## src/pkg/pfm_map.svh

```systemverilog
`ifndef PFM_MAP_SVH
`define PFM_MAP_SVH

// register byte offsets on the apb slave
`define PFM_OFS_LCR 12'h000
`define PFM_OFS_PCR 12'h004
`define PFM_OFS_GIS 12'h008
`define PFM_OFS_PMCSR 12'h00C
`define PFM_OFS_PDCTL 12'h010

// local control register fields
`define PFM_LCR_FILT_HI 6
`define PFM_LCR_FILT_LO 5
`define PFM_LCR_WAKE_EN 7

// pin config register fields
`define PFM_PCR_WPOL_HI 5
`define PFM_PCR_WPOL_LO 4
`define PFM_PCR_POL_HI 27
`define PFM_PCR_POL_LO 16

// global interrupt status fields
`define PFM_GIS_F0_PD 5
`define PFM_GIS_F1_PD 6
`define PFM_GIS_PIN1_EN 21

// function 1 power management control/status fields
`define PFM_PM_STATE_HI 1
`define PFM_PM_STATE_LO 0
`define PFM_PM_EN 8
`define PFM_PM_STATUS 15

// powerdown pin control fields
`define PFM_PD_INT_EN 0
`define PFM_PD_PIN_HI 11
`define PFM_PD_PIN_LO 3

// multi-purpose pin roles
`define PFM_PIN_WAKE 2
`define PFM_PIN_F0 1

// wake polarity codes
`define PFM_WPOL_RISE 2'b00
`define PFM_WPOL_FALL 2'b01

// filter times in seconds and the clock
`define PFM_FILT1_S 4
`define PFM_FILT2_S 129
`define PFM_FILT3_S 518
`define PFM_FILT3_ALT_S 515
`define PFM_CLK_PERIOD_NS 4
`define PFM_NS_PER_S 1000000000

// reset values
`define PFM_RST_WORD 32'h0000_0000

`endif

```

## src/pkg/pfm_pkg.sv

```systemverilog
`default_nettype none

package pfm_pkg;

	// pci power states of function 1
	typedef enum logic [1:0] {
		PFM_D0 = 2'b00,
		PFM_D1 = 2'b01,
		PFM_D2 = 2'b10,
		PFM_D3 = 2'b11
	} pfm_pstate_e;

	// apb slave phase
	typedef enum logic [0:0] {
		PFM_APB_IDLE = 1'b0,
		PFM_APB_ACK = 1'b1
	} pfm_apb_e;

	// width of the filter counter, holds 518 s at 250 mhz
	typedef logic [39:0] pfm_cnt_t;

endpackage : pfm_pkg

`default_nettype wire

```

## src/hdl/pfm_sync.sv

```systemverilog
`timescale 1ns/1ps
`default_nettype none

// two-flop synchroniser for the multi-purpose pins
module pfm_sync (
	// clock and reset
	input wire logic pclk,
	input wire logic presetn,
	input wire logic ce,
	// pins in, synchronised copy out
	input wire logic [11:0] pin_in,
	output logic [11:0] pin_out
);

	genvar gi;

	// one pair of flops per pin; stage one feeds stage two only
	generate
		for (gi = 0; gi < 12; gi = gi + 1) begin : g_bit
			logic meta;
			logic stable;
			always_ff @(posedge pclk or negedge presetn) begin
				if (!presetn) begin
					meta <= 1'b0;
					stable <= 1'b0;
				end else if (ce) begin
					meta <= pin_in[gi];
					stable <= meta;
				end
			end
			assign pin_out[gi] = stable;
		end
	endgenerate

endmodule : pfm_sync

`default_nettype wire

```

## src/hdl/pfm_power_manager.sv

```systemverilog
// How it works
// - pins 11..3 request powerdown, pin 2 wakes
// - parallel port, local bus never request power
// - powerdown pin polarity selectable per pin
// - powerdown request follows pin with no filter
// - powerdown request drives function 1 interrupt
// - power state changes only by software write
// - D2/D3 puts parallel port, local bus low-power
// - D2/D3 suppresses function 1 interrupt
// - D2/D3 refuses bar access, config stays open
// - wake output needs the pme enable bit
// - wake condition asserts pme at once
// - wake sets sticky status, write one clears
// - status with enable keeps pme asserted
// - code 00: no f0 powerdown irq, pin 1 irq
// - filter 4 s, 129 s, 518 s or 515 s
// - nonzero code, bit 21 clear: poll only
// - nonzero code, bit 21 set: powerdown irq
// - wake gate and edge select for pin 2
`timescale 1ns/1ps
`default_nettype none
`include "pfm_map.svh"

module pfm_power_manager #(
	// filter lengths in clock cycles, full length from the seconds and the clock period
	parameter pfm_pkg::pfm_cnt_t FILT1_CYC = pfm_pkg::pfm_cnt_t'(
		40'(`PFM_FILT1_S) * 40'(`PFM_NS_PER_S) / 40'(`PFM_CLK_PERIOD_NS)),
	parameter pfm_pkg::pfm_cnt_t FILT2_CYC = pfm_pkg::pfm_cnt_t'(
		40'(`PFM_FILT2_S) * 40'(`PFM_NS_PER_S) / 40'(`PFM_CLK_PERIOD_NS)),
	parameter pfm_pkg::pfm_cnt_t FILT3_CYC = pfm_pkg::pfm_cnt_t'(
		40'(`PFM_FILT3_S) * 40'(`PFM_NS_PER_S) / 40'(`PFM_CLK_PERIOD_NS)),
	parameter pfm_pkg::pfm_cnt_t FILT3_ALT_CYC = pfm_pkg::pfm_cnt_t'(
		40'(`PFM_FILT3_ALT_S) * 40'(`PFM_NS_PER_S) /
		40'(`PFM_CLK_PERIOD_NS))
) (
	// clock, reset, enable
	input wire logic pclk,
	input wire logic presetn,
	input wire logic ce,
	// apb slave
	input wire logic psel,
	input wire logic penable,
	input wire logic pwrite,
	input wire logic [11:0] paddr,
	input wire logic [31:0] pwdata,
	output logic [31:0] prdata,
	output logic pready,
	output logic pslverr,
	// external pins
	input wire logic [11:0] multi_purpose_pin,
	// function 0 side
	input wire logic f0_uart_idle,
	output logic f0_irq,
	// function 1 side
	input wire logic f1_unit_irq,
	output logic f1_irq,
	output logic pp_low_power,
	output logic lb_low_power,
	output logic f1_bar_enable,
	// pme open-drain pin, driven low while enabled
	output logic pme_n_out,
	output logic pme_n_oe
);

	// register state of the block, all but the pin synchroniser flops
	// one flop bank, so a low ce freezes every field at once
	typedef struct packed {
		pfm_pkg::pfm_apb_e apb_ph; // slave phase
		logic pready; // answer strobe
		logic pslverr; // unmapped address answer
		logic [31:0] prdata; // read data
		logic [1:0] filt_code; // function 0 filter code
		logic wake_en; // wake gate for pin 2
		logic [11:0] pin_pol; // 1 selects active low
		logic [1:0] wake_pol; // wake edge code
		logic pin1_en; // global status bit 21
		logic [8:0] pd_pin_en; // pins 11..3 allowed to request
		logic pd_int_en; // powerdown onto function 1 irq
		pfm_pkg::pfm_pstate_e pstate; // function 1 power state
		logic pme_en; // pme enable
		logic pme_status; // sticky wake status
		pfm_pkg::pfm_cnt_t filt_cnt; // function 0 idle time
		logic f0_pd; // function 0 powerdown state
		logic wake_q; // delayed wake pin for edges
		logic f0_irq; // function 0 interrupt
		logic f1_irq; // function 1 interrupt
		logic low_power; // function 1 in D2 or D3
		logic bar_en; // bar access allowed
		logic pme_oe; // pme pin pulled low
	} pfm_state_s;

	pfm_state_s r; // registered state
	pfm_state_s next_r; // next state
	logic [11:0] pin_s; // synchronised pins

	// pins cross into the clock domain first
	// every pin path below is two cycles later than the pin itself
	pfm_sync u_sync (
		.pclk(pclk),
		.presetn(presetn),
		.ce(ce),
		.pin_in(multi_purpose_pin),
		.pin_out(pin_s)
	);

	// next-state logic for the whole block
	always_comb begin
		logic [11:0] pin_act; // pins at their active level
		logic pd_req; // function 1 powerdown request
		logic wake_rise; // edge on the wake pin
		logic wake_fall;
		logic wake_hit; // configured wake condition
		logic acc; // access phase of a transfer
		logic hit; // address is mapped
		logic [31:0] rd; // read mux
		logic clr_status; // write one to status
		logic [1:0] wr_state; // written power state
		pfm_pkg::pfm_cnt_t limit; // selected filter length

		next_r = r;
		pin_act = 12'h000;
		pd_req = 1'b0;
		wake_rise = 1'b0;
		wake_fall = 1'b0;
		wake_hit = 1'b0;
		acc = 1'b0;
		hit = 1'b0;
		rd = `PFM_RST_WORD;
		clr_status = 1'b0;
		wr_state = 2'b00;
		limit = FILT1_CYC;

		// polarity per pin; may match the normal interrupt level
		pin_act = pin_s ^ r.pin_pol;

		// request is a plain level, no timer in its path
		pd_req = |(pin_act[`PFM_PD_PIN_HI:`PFM_PD_PIN_LO] &
			r.pd_pin_en);

		// edge detection on the synchronised wake pin only
		// wake_q resets low; wake_en is low then too, so a pin that
		// idles high leaves no false wake behind after reset
		next_r.wake_q = pin_s[`PFM_PIN_WAKE];
		wake_rise = pin_s[`PFM_PIN_WAKE] & ~r.wake_q;
		wake_fall = ~pin_s[`PFM_PIN_WAKE] & r.wake_q;

		// edge choice by code; 10 and 11 never wake
		case (r.wake_pol)
			`PFM_WPOL_RISE: begin
				wake_hit = r.wake_en & wake_rise;
			end
			`PFM_WPOL_FALL: begin
				wake_hit = r.wake_en & wake_fall;
			end
			default: begin
				wake_hit = 1'b0;
			end
		endcase

		// apb: answer one cycle after the access phase starts
		acc = psel & penable;
		case (paddr)
			`PFM_OFS_LCR: begin
				hit = 1'b1;
				rd = {24'h00_0000, r.wake_en, r.filt_code, 5'h00};
			end
			`PFM_OFS_PCR: begin
				hit = 1'b1;
				rd = {4'h0, r.pin_pol, 10'h000, r.wake_pol, 4'h0};
			end
			`PFM_OFS_GIS: begin
				hit = 1'b1;
				rd = {10'h000, r.pin1_en, 14'h0000, pd_req,
					r.f0_pd, 5'h00};
			end
			`PFM_OFS_PMCSR: begin
				hit = 1'b1;
				rd = {16'h0000, r.pme_status, 6'h00, r.pme_en,
					6'h00, r.pstate};
			end
			`PFM_OFS_PDCTL: begin
				hit = 1'b1;
				rd = {20'h0_0000, r.pd_pin_en, 2'b00, r.pd_int_en};
			end
			default: begin
				hit = 1'b0;
				rd = `PFM_RST_WORD;
			end
		endcase

		// phase machine of the slave
		// read data is taken at the first access edge; a status bit
		// that moves during the wait shows up at the next read
		case (r.apb_ph)
			pfm_pkg::PFM_APB_IDLE: begin
				if (acc) begin
					next_r.apb_ph = pfm_pkg::PFM_APB_ACK;
					next_r.pready = 1'b1;
					next_r.pslverr = ~hit;
					next_r.prdata = (pwrite || !hit) ?
						`PFM_RST_WORD : rd;
				end
			end
			pfm_pkg::PFM_APB_ACK: begin
				// the write lands on the edge that sees pready
				next_r.apb_ph = pfm_pkg::PFM_APB_IDLE;
				next_r.pready = 1'b0;
				next_r.pslverr = 1'b0;
				next_r.prdata = `PFM_RST_WORD;
			end
			default: begin
				next_r.apb_ph = pfm_pkg::PFM_APB_IDLE;
				next_r.pready = 1'b0;
			end
		endcase

		// register writes; config path is open in every state
		// an unmapped offset changes nothing and is flagged by pslverr
		if (r.pready && acc && pwrite) begin
			case (paddr)
				`PFM_OFS_LCR: begin
					next_r.filt_code =
						pwdata[`PFM_LCR_FILT_HI:`PFM_LCR_FILT_LO];
					next_r.wake_en = pwdata[`PFM_LCR_WAKE_EN];
				end
				`PFM_OFS_PCR: begin
					next_r.pin_pol =
						pwdata[`PFM_PCR_POL_HI:`PFM_PCR_POL_LO];
					next_r.wake_pol =
						pwdata[`PFM_PCR_WPOL_HI:`PFM_PCR_WPOL_LO];
				end
				`PFM_OFS_GIS: begin
					next_r.pin1_en = pwdata[`PFM_GIS_PIN1_EN];
				end
				`PFM_OFS_PMCSR: begin
					// only software moves the power state
					wr_state =
						pwdata[`PFM_PM_STATE_HI:`PFM_PM_STATE_LO];
					if (wr_state != 2'(pfm_pkg::PFM_D1)) begin
						// D1 is not supported, the state field of such a write is dropped
						next_r.pstate =
							pfm_pkg::pfm_pstate_e'(wr_state);
					end
					next_r.pme_en = pwdata[`PFM_PM_EN];
					clr_status = pwdata[`PFM_PM_STATUS];
				end
				`PFM_OFS_PDCTL: begin
					next_r.pd_pin_en =
						pwdata[`PFM_PD_PIN_HI:`PFM_PD_PIN_LO];
					next_r.pd_int_en = pwdata[`PFM_PD_INT_EN];
				end
				default: begin
					next_r.pin1_en = r.pin1_en;
				end
			endcase
		end

		// sticky wake status; a wake in the clear cycle wins
		if (wake_hit) begin
			next_r.pme_status = 1'b1;
		end else if (clr_status) begin
			next_r.pme_status = 1'b0;
		end

		// pme pulls low from the next edge, no filter
		// pme_en gates only the pin; status keeps recording wakes
		next_r.pme_oe = next_r.pme_en & next_r.pme_status;

		// function 0 filter length by code, one row quotes 515 s
		case (r.filt_code)
			2'b01: begin
				limit = FILT1_CYC;
			end
			2'b10: begin
				limit = FILT2_CYC;
			end
			2'b11: begin
				limit = r.pin1_en ? FILT3_ALT_CYC : FILT3_CYC;
			end
			default: begin
				limit = FILT1_CYC;
			end
		endcase

		// idle must hold the whole filter time before powerdown
		// the count stops at limit - 1, so f0_pd holds while idle lasts
		// the limit is re-read each cycle, so a code change applies at once
		if (!f0_uart_idle || r.filt_code == 2'b00) begin
			next_r.filt_cnt = '0;
			next_r.f0_pd = 1'b0;
		end else if (r.filt_cnt >= limit - pfm_pkg::pfm_cnt_t'(1)) begin
			next_r.f0_pd = 1'b1;
		end else begin
			next_r.filt_cnt = r.filt_cnt + pfm_pkg::pfm_cnt_t'(1);
		end

		// function 0 interrupt: pin 1 or the powerdown state
		if (r.filt_code == 2'b00) begin
			next_r.f0_irq = r.pin1_en & pin_act[`PFM_PIN_F0];
		end else begin
			// pin 1 is off; bit 21 gates the powerdown interrupt
			next_r.f0_irq = r.pin1_en & r.f0_pd;
		end

		// low power follows the power state, not any unit request
		// taken from next_r so the outputs move at the write edge itself
		next_r.low_power = (next_r.pstate == pfm_pkg::PFM_D2) ||
			(next_r.pstate == pfm_pkg::PFM_D3);
		next_r.bar_en = ~next_r.low_power;

		// function 1 interrupt, silenced in D2 and D3
		next_r.f1_irq = ~next_r.low_power &
			(f1_unit_irq | (r.pd_int_en & pd_req));
	end

	// single state register, frozen while ce is low
	always_ff @(posedge pclk or negedge presetn) begin
		if (!presetn) begin
			r <= '0;
		end else if (ce) begin
			r <= next_r;
		end
	end

	// all outputs but pme_n_out come straight from the state register
	// both units share one flop, so they can never disagree
	assign prdata = r.prdata;
	assign pready = r.pready;
	assign pslverr = r.pslverr;
	assign f0_irq = r.f0_irq;
	assign f1_irq = r.f1_irq;
	assign pp_low_power = r.low_power;
	assign lb_low_power = r.low_power;
	assign f1_bar_enable = r.bar_en;
	// the pin is only ever driven low
	assign pme_n_out = 1'b0;
	assign pme_n_oe = r.pme_oe;

endmodule : pfm_power_manager

`default_nettype wire

```

## config.mk

```make
export PLATFORM = sky130hd
export DESIGN_NAME = pfm_power_manager
export DESIGN_NICKNAME = d
export VERILOG_FILES = /design/src/pkg/pfm_pkg.sv /design/src/hdl/pfm_sync.sv /design/src/hdl/pfm_power_manager.sv
export VERILOG_INCLUDE_DIRS = /design/src /design/src/pkg
export SDC_FILE = /design/constraint.sdc
export NUM_CORES = 1
export LEC_CHECK = 0
export BUFFER_PORTS_ARGS = -buffer_cell sky130_fd_sc_hd__clkbuf_2
export CORE_MARGIN = 4
export CORE_UTILIZATION = 52
export DETAILED_ROUTE_END_ITERATION = 10
export PLACE_DENSITY = 0.73
export SYNTH_ARGS = -nofsm -noshare
export SYNTH_HDL_FRONTEND = slang
export SYNTH_SLANG_ARGS = --single-unit
```

## constraint.sdc

```tcl
create_clock -name pclk -period 3.9 [get_ports pclk]
set_input_delay 0 -clock pclk [delete_from_list [all_inputs] [get_ports pclk]]
set_output_delay 0 -clock pclk [all_outputs]
set_load 0.005 [all_outputs]
```

Word level (Yosys, flattened, before mapping):

Index checks and enable logic that the tools add are counted.

* register bits: 138
* input port bits: 64
* output and inout bits: 41
* word-level logic and storage cells: 118

* add/subtract/negate cells: 2
* order comparisons: 1
* equality and inequality tests: 12
* multiplexer cells: 19
* bitwise logic cells: 18
* reductions and logical operators: 20

Operators by type and width (number)
* $pmux W28 S5: 1
* $pmux W37 S2: 1
* $pmux W35 S2: 1
* $mux W41: 1
* $add A40 B1 Y40 const B: 1
* $ge A40 B40 Y1: 1
* $mux W40: 1
* $sub A40 B1 Y40 const B: 1
* $mux W35: 1
* $mux W34: 1
* $mux W32: 1
* $eq A12 B4 Y1 const B: 2
* $eq A12 B3 Y1 const B: 1
* $eq A12 B5 Y1 const B: 1
* $logic_not A12 Y1: 1
* $reduce_and A3 Y1: 4
* $xor A12 B12 Y12: 1
* $and A1 B1 Y1: 10
* $and A9 B9 Y9: 1
* $reduce_or A9 Y1: 1
* $eq A2 B2 Y1 const B: 4
* $mux W1: 7
* $mux W3: 2
* $reduce_and A2 Y1: 3
* 13 further kinds: 23

Depth between registers and ports, before layout:

Gate-level depths: netlist of run 1.

* depth after elaboration: 8
* gate-level depth with buffers: 16
* depth with buffers taken out: 14

Modules after synthesis:

A second synthesis of run 1 with hierarchy kept.

* cell total of the unflattened synthesis: 715
* area, all modules: 7442.1 sq um

By module, submodules not included
* pfm_power_manager: times used 1, cells an instance 652, area an instance 6354.8 sq um, sequential area each 2652.5 sq um
* pfm_sync: times used 1, cells an instance 63, area an instance 1087.3 sq um, sequential area each 600.6 sq um

Worst setup path before layout of run 1:

Ideal clock, no wire load.

* path type: flip-flop to flip-flop
* start point: register r[78] (netlist name)
* end point: register r[21] (netlist name)
* setup time: 96 ps
* data arrival time: 2962 ps
* required time: 3804 ps
* path slack: 842 ps
* cell stages (with the launch flop): 16
* path buffers: 1
* clock period less this slack: 3058 ps
* cells stage by stage: dfrtp_1 nand2_1 nor2_1 inv_1 nand2_1 inv_1 ha_1 nand3_1 nor4_1 or3b_1 a41oi_1 o22ai_2 buf_4 a41oi_1 o21ai_0 o31ai_1

* longest elaborated chain between the ends: 6
* elaborated cells between the ends (all ways): 10
* those cells by class: 1 x add/sub; 1 x order compare; 3 x eq/ne; 2 x mux; 3 x reduce/logical

Ends and longest elaborated chain
* start: declaration: line pfm_power_manager.sv:92 `pfm_state_s r;`
* start signal: assignment: line pfm_power_manager.sv:321 `r <= next_r;`
* $eq A2 B2 Y1: line pfm_power_manager.sv:270 `case (r.filt_code)`
* $pmux W37 S2: line pfm_power_manager.sv:270
* $sub A40 B1 Y40: line pfm_power_manager.sv:291 `end else if (r.filt_cnt >= limit - pfm_pkg::pfm_cnt_t'(1)) begin`
* $ge A40 B40 Y1: line pfm_power_manager.sv:291
* $ne A2 B2 Y1 (no source line)
* $reduce_and A2 Y1 (no source line)

Parallel ways exist; a longest one is shown, timed or not.
A chain may end at the register's enable or synchronous reset.

Worst setup path in the final report of run 1:

* start point: register r[77] (netlist name)
* end point: register r[11] (netlist name)

Same word-level chain as after synthesis.

==> results of run 1 <==
## metrics by stage
step	instance area, um^2	cells	hold slack, ns	util (%)
after floorplan	6873	680	-0.2956	-
after global placement	7293	894	0.1591	57.10
after detailed placement	7293	894	0.1685	57.10
after CTS	8268	965	0.004168	64.73
after global routing	8275	965	0.05972	64.79
final	8275	965	0.03069	64.79
## repair_timing
action                                  CTS  global route
hold buffers                             39             0
gates resized for setup                   0             1
endpoints found under the hold margin   110             0
endpoints found under the setup margin    0             3
## cells by family (layout without fill, tap and decap cells)
family | Yosys count | in the layout | share of synthesized area, %
XOR/XNOR | 10 | 10 | 1.280
AO/OA/AOI/OAI | 143 | 143 | 14.66
other | 1 | 9 | 0.05480
adder cells (fa/ha/maj) | 29 | 29 | 5.303
buffers and inverters | 82 | 195 | 6.564
multiplexers | 56 | 56 | 9.161
AND/OR/NAND/NOR | 223 | 223 | 16.16
flip-flops | 128 | 128 | 46.81
## cells in the final DEF, fill, tap and decap left out, types with 6 or more instances in the layout
cell type / count
a21oi_1: 24
a22o_1: 16
a22oi_1: 9
a41oi_1: 8
and2_1: 7
and3_1: 7
buf_4: 21
clkbuf_16: 17
clkbuf_2: 85
conb_1: 9
dfrtp_1: 128
dlygate4sd3_1: 39
ha_1: 29
inv_1: 18
mux2_2: 53
nand2_1: 71
nand3_1: 40
nand4_1: 20
nor2_1: 26
nor3_1: 16
nor4_1: 6
o211ai_1: 14
o21ai_0: 27
o31ai_1: 10
or3_1: 9
or4_1: 7
xor2_1: 9
## final timing paths
kind	to	cells past startpoint	slack, ns
max in group asynchronous	u_sync.g_bit[11].stable	3	2.72
min reg2reg	r[13]	1	0.48
max reg2reg	r[11]	15	0.31
max	r[11]	15	0.31
min	pready	2	0.03
min in group asynchronous	r[16]	2	0.24
## area by class of cell
class	instances	share of cell area, %
multi-input combinational	470	39.05
sequential	128	38.71
timing repair buffer	145	11.76
clock buffer	17	5.141
tap	172	2.601
clock inverter	15	1.920
inverter	18	0.8164
## cells in the mapped netlist (all sizes together) (2+ instances only)
cell    number
clkbuf      23
a22oi        9
mux2        53
a21oi       24
ha          29
or4          7
and2         8
a31oi        5
mux2i        3
o211ai      14
o311ai       6
a221o        2
and4         2
or3          9
a41oi        9
nor4         6
o22ai        3
and3         7
nor2        26
nor2b        2
nor3        16
nand2b       2
a222oi       2
inv         18
a211o        2
xor2         9
a21o         2
o21ai       29
buf         41
a32o         3
nand4       20
nand2       72
o31ai       10
nand3       40
a22o        16
dfrtp      128
## report_power, final
group          switching [mW]  internal (mW)
clock                   0.616          0.947
sequential             0.0295           1.37
combinational           0.106         0.0955
## metal layers
metal,share of wire [%],vias to the layer above
li1,-,2686
met4,2.2,0
met5,0,-
met2,49,244
met1,42,2885
met3,6.8,39
## state kept, by name, summed over array words and instances (netlist names)
| name | cells |
|---|---|
| pme_n_oe | 1 |
| prdata | 24 |
| pslverr | 1 |
| f1_irq | 1 |
| pready | 1 |
| u_sync.g_bit.meta | 11 |
| r | 75 |
| f1_bar_enable | 1 |
| f0_irq | 1 |
| u_sync.g_bit.stable | 11 |
| lb_low_power | 1 |
## worst max-delay path: cells and delay by family, from the launching register on
kind            cells  cell delay (ns)
flops               1             0.42
simple gates        7             1.45
fa+ha+maj           1             0.29
buf+inv             3             0.55
compound gates      4             0.83
==> summary.txt, run 1 <==
Global route
  – Antenna violations before repair: 0
  – GRT Max-Usage Layer: met2
  – Largest net degree at the start of global routing: 68
  – Vias in the first global route: 5775
  – All-Layer GR Usage: 24.98%
  – Global-route wire length before repair: 29.48 mm
  – Met1 usage: 34.02%
  – Grt total ovfl: 0
  – M3 GR Usage: 5.253%
  – Met2 GRT Util: 39.97%

Yosys
  – Prevailing post-synth register cell: dfrtp_1
  – Share of the synthesized area in the top cell type: 46.81%
  – Synth area leader: dfrtp_1
  – Post-synthesis cell area: 6843 um^2
  – Post-Syn Instances: 672
  – Ys Warns: 0
  – Post-synthesis register bit count: 128
  – Syn Area/Cell: 10.18 um^2
  – Main area contributors after synthesis: dfrtp_1 47%, mux2_2 8.7%, ha_1 5.3%
  – Sequential fraction of the synthesis area: 46.81%
  – Post-synth EDFFs: 0
  – Post-synth ARST share: 100.0%
  – Distinct cells, synth: 58

Run status
  – Outcome: complete, no violations

STA
  – Slew headroom: 19.14%
  – Setup ws final: 0.3050 ns
  – Total negative setup slack: 0 ns
  – Final worst-path cycle share: 92.18%
  – RSZ-0062 raised after global routing: no
  – F_max: 0.2782 GHz
  – Hold Vio Cnt, Final: 0
  – Skew final: 0.009310 ns
  – Worst-margin pin slew: 1.213 ns
  – Fin. max-slew vios: 0
  – Finish-stage setup viols: 0
  – Minimum clock period: 3.595 ns

Detailed routing
  – Avg Vias per Cell: 6.066
  – Pre-antenna DRT Iters: 5
  – Total number of vias: 5854
  – DR iter-0 viols: 534
  – Drt wl/cell: 18.62 um
  – DRC violations left: 0
  – Drt total wl: 17.97 mm
  – Number of routed nets with antenna violations: 0

Layout
  – Area delta synth->final: 20.94%
  – # fillers: 936
  – Nets: 873
  – Ant diodes: 0
  – Share of cells above drive strength 1: 24.72%
  – Reg area: 3203 um^2
  – Multi-input gate area: 3232 um^2

Critical path
  – Worst Setup SP: r[77]
  – Slowest stage cell, crit path: dfrtp_1
  – Critical Path RT: 4.26 ns
  – WS Path Type: flip-flop to flip-flop
  – Worst setup SP type: flip-flop
  – Crit-path max cell delay: 0.42 ns
  – Most used cell, CP: nand2_1
  – Crit path cell chain: nand2_1, inv_1, nand2_1, nand2_1, inv_1, ha_1, nand4_1, nor4_1, or3b_1, a41oi_1, o22ai_2, buf_4, and2_1, o21ai_0, a21o_1
  – Critical path arrival: 3.95 ns
  – Crit path max fanout: 9
  – FF-to-FF Start: r[77]
  – CP Capture Type: flip-flop

Placed design
  – Port bufs: 86
  – Gpl congestion: 0.9386
  – Pre-CTS setup slack: 0.3210 ns
  – Dpl hpwl: 12.02 mm

Run
  – Max cap viols: 0

Clocking
  – Clock tree buffer depth: 2
  – CTS tree: yes
  – Sink Count: 128
  – Root Buffer: clkbuf_16
  – Clk pin slew, worst setup/hold paths: 0.06 ns
  – CTS buffer count: 17
  – Postcts setup bufs: 0
  – Htree depth: 4
  – Worst-Skew Late Latency: 0.42 ns

Hold path
  – Worst hold start: ce
  – HP Class: input pin to flip-flop

Pwr
  – Peak supply drop: 0.3039 mV
  – Leakage power: 3.961 nW
  – Pwr/cell area: 381.9 nW/um^2
  – Design Power: 3.161 mW

Floorplanning
  – Die W: 122.7 um
  – Die Y: 122.7 um
  – I/O pin count: 105
  – Full die area: 15060 um^2
  – Row cnt: 41
  – Core Area: 12770 um^2
  – Initial Utilization: 53.57%
No activity file was read; power rests on OpenSTA's default activity.
==> run 2, diff against run 1 <==
ABC_AREA = 1   (was default)
PLACE_DENSITY = 0.72   (was 0.73)
==> summary.txt, run 2 <==
Detailed routing
  – Avg Vias per Cell: 5.190 (-14%)
  – DR iter-0 viols: 566 (+6.0%)
  – Pre-antenna DRT Iters: 6 (+1)
  – Number of routed nets with antenna violations: 0 (unchanged)
  – Drt wl/cell: 15.19 um (-18%)
  – Total number of vias: 7053 (+20%)
  – DRC violations left: 0 (unchanged)
  – Drt total wl: 20.64 mm (+15%)

Clocking
  – CTS buffer count: 17 (unchanged)
  – Htree depth: 4 (unchanged)
  – Clk pin slew, worst setup/hold paths: 0.06 ns (about the same)
  – Worst-Skew Late Latency: 0.42 ns (about the same)
  – # resized after CTS: 0 (unchanged)
  – Postcts setup bufs: 0 (unchanged)
  – Sink Count: 128 (unchanged)
  – Clock tree buffer depth: 2 (unchanged)
  – CTS tree: yes
  – Root Buffer: clkbuf_16

Critical path
  – Crit-path leading delay family: simple AND/OR/NAND/NOR gates
  – Crit path cell chain: nand2_1, nor2_1, nor2_1, inv_1, ha_1, nand2_1, nor2_1, nand2_1, nor2_1, nand3_1, nand2_1, nor2_2, nand3_4, nand2_1, buf_4, nand2_1, nand2_1
  – Worst R2R Setup Slack: 0.43 ns (+0.12 ns)
  – Worst setup SP type: flip-flop
  – Critical path arrival: 3.78 ns (-0.17 ns)
  – Slowest stage cell, crit path: dfrtp_1
  – Crit path buf inv count: 2 (-1)
  – CP Capture Type: flip-flop
  – Critical Path RT: 4.20 ns (-0.06 ns)
  – Most used cell, CP: nand2_1
  – WS Path Type: flip-flop to flip-flop
  – Crit path max fanout: 23 (+14)
  – Crit-path max cell delay: 0.45 ns (+0.03 ns)

Placed design
  – Dpl hpwl: 14.68 mm (+22%)
  – Gpl congestion: 0.9368 (-0.19%)
  – Pre-CTS setup slack: 0.4689 ns (+0.1479 ns)
  – Port bufs: 86 (unchanged)

Yosys
  – Sequential fraction of the synthesis area: 41.41% (-5.4 points)
  – Post-synthesis cell area: 7735 um^2 (+13%)
  – Post-synth EDFFs: 0 (unchanged)
  – Synth area leader: dfrtp_1
  – Top-count cell post-synth: nand2_1
  – Post-synthesis register bit count: 128 (unchanged)
  – Share of the synthesized area in the top cell type: 41.41% (-5.4 points)
  – Post-synth top cells: 367 x nand2_1, 128 x dfrtp_1, 117 x nor2_1
  – Ys Warns: 0 (unchanged)
  – Distinct cells, synth: 41 (-29%)
  – Prevailing post-synth register cell: dfrtp_1
  – Main area contributors after synthesis: dfrtp_1 41%, nand2_1 18%, nor2_1 5.7%
  – Post-Syn Instances: 1066 (+59%)
  – Syn Area/Cell: 7.256 um^2 (-29%)
  – Post-synth ARST share: 100.0% (unchanged)

Layout
  – Area delta synth->final: 17.00%
  – Reg area: 3203 um^2 (unchanged)
  – Biggest register: r
  – Multi-input gate area: 3722 um^2 (+15%)
  – Ant diodes: 0 (unchanged)
  – Nets: 1255 (+44%)
  – Most frequent cells in the layout: 367 x nand2_1, 128 x dfrtp_1, 117 x nor2_1
  – Share of cells above drive strength 1: 13.19% (-12 points)
  – Most common cell after layout, fill and taps aside: nand2_1
  – Max reg flops: 75 (unchanged)
  – # fillers: 1324 (+41%)

STA
  – Setup ws final: 0.4264 ns (+0.1214 ns)
  – F_max: 0.2879 GHz (+3.5%)
  – Skew final: 0.009654 ns (+0.0003441 ns)
  – Worst-margin pin slew: 0.7907 ns (-0.4219 ns)
  – Fin. max-slew vios: 0 (unchanged)
  – Total negative setup slack: 0 ns (unchanged)
  – Slew headroom: 47.29% (+28 points)
  – Final worst-path cycle share: 89.07% (-3.1 points)
  – Hold Vio Cnt, Final: 0 (unchanged)
  – Hold_ws: 0.02045 ns (-0.01024 ns)
  – Finish-stage setup viols: 0 (unchanged)
  – RSZ-0062 raised after global routing: no
  – Minimum clock period: 3.474 ns (-0.1214 ns)

Run
  – Max cap viols: 0 (unchanged)

Pwr
  – Peak supply drop: 0.3627 mV (+19%)
  – Leakage power: 4.532 nW (+14%)
  – Pwr/cell area: 357.7 nW/um^2 (-6.3%)
  – Design Power: 3.237 mW (+2.4%)

Floorplanning
  – Full die area: 16890 um^2 (+12%)
  – Initial Utilization: 53.22% (-0.35 points)
  – Core Area: 14530 um^2 (+14%)
  – I/O pin count: 105 (unchanged)
  – Die Y: 130.0 um (+5.9%)
  – Die W: 130.0 um (+5.9%)
  – Row cnt: 44 (+7.3%)

Global route
  – Antenna violations before repair: 0 (unchanged)
  – Vias in the first global route: 6587 (+14%)
  – All-Layer GR Usage: 25.35% (+0.38 points)
  – Grt total ovfl: 0 (unchanged)
  – Global-route wire length before repair: 33.44 mm (+13%)
  – Largest net degree at the start of global routing: 90 (+32%)

Run status
  – Outcome: complete, no violations

Hold path
  – HP Class: input pin to flip-flop
==> run 2: cell count changes after synthesis, moves of 10 or more <==
| cell | delta |
|---|---|
| nor2_1 | +91 |
| o31ai_1 | -10 |
| mux2_2 | -48 |
| a22o_1 | -10 |
| nand3_2 | +11 |
| o211ai_1 | -14 |
| inv_1 | +94 |
| nand3_1 | +25 |
| nand2_1 | +296 |
| o21ai_0 | +33 |
==> run 2: worst paths after layout <==
path	startpoint	end	depth (start not counted)
max	r[77]	r[33]	17
min	ce	u_sync.g_bit[11].meta	4
max reg2reg	r[77]	r[33]	17
min reg2reg	u_sync.g_bit[2].meta	u_sync.g_bit[2].meta	2
max in group asynchronous	presetn	u_sync.g_bit[1].stable	3
min in group asynchronous	presetn	r[8]	2
==> run 2: metrics by stage <==
step | util, % | cell area (um^2) | cells
after detailed placement | 55.62 | 8084 | 1290
after global placement | 55.62 | 8084 | 1290
after CTS | 62.27 | 9050 | 1359
after global routing | 62.27 | 9050 | 1359
final | 62.27 | 9050 | 1359
after floorplan | - | 7765 | 1074
==> run 2: kinds of logic (layout without fill, tap and decap cells) <==
| family | after synthesis | after routing | share of synthesized area, % |
|---|---|---|---|
| AOI/OAI and AO/OA | 106 | 106 | 7.570 |
| muxes | 5 | 5 | 0.7279 |
| DFF | 128 | 128 | 41.41 |
| other | 1 | 9 | 0.04848 |
| adders and majority gates | 29 | 29 | 4.691 |
| and+or+nand+nor | 601 | 601 | 32.55 |
| xor gates and xnor gates | 19 | 19 | 2.151 |
| buffers and inverters | 177 | 278 | 10.85 |
==> run 2: cell type report <==
type                       instances  share of cell area, %
clock buffer                      18                  4.742
tap                              184                  2.544
timing repair buffer             131                  9.581
multi-input combinational        769                  41.13
clock inverter                    14                  1.839
inverter                         115                  4.770
sequential                       128                  35.39
==> run 2: what timing repair did <==
action / in CTS / in global routing
setup endpoints to repair: 0 / 0
endpoints found under the hold margin: 131 / 0
hold buffers: 37 / 0
==> run 2: tightest hold or removal path, delay by kind of cell <==
| kind | cells | cell delay (ns) |
|---|---|---|
| buffers and inverters | 2 | 0.26 |
| AND/OR/NAND/NOR | 2 | 0.14 |
==> run 2: report_power, final <==
part           internal, mW  switching [mW]  total [mW]
Combinational        0.0839           0.142       0.225
Sequential             1.37          0.0230        1.39
Clock                 0.963           0.657        1.62
==> run 2: routing by layer <==
metal	GRT usage [%]	wire [um]
met3	4.748	1559
met4	6.479	274
met5	0	0
met2	39.40	9323
met1	36.82	9486
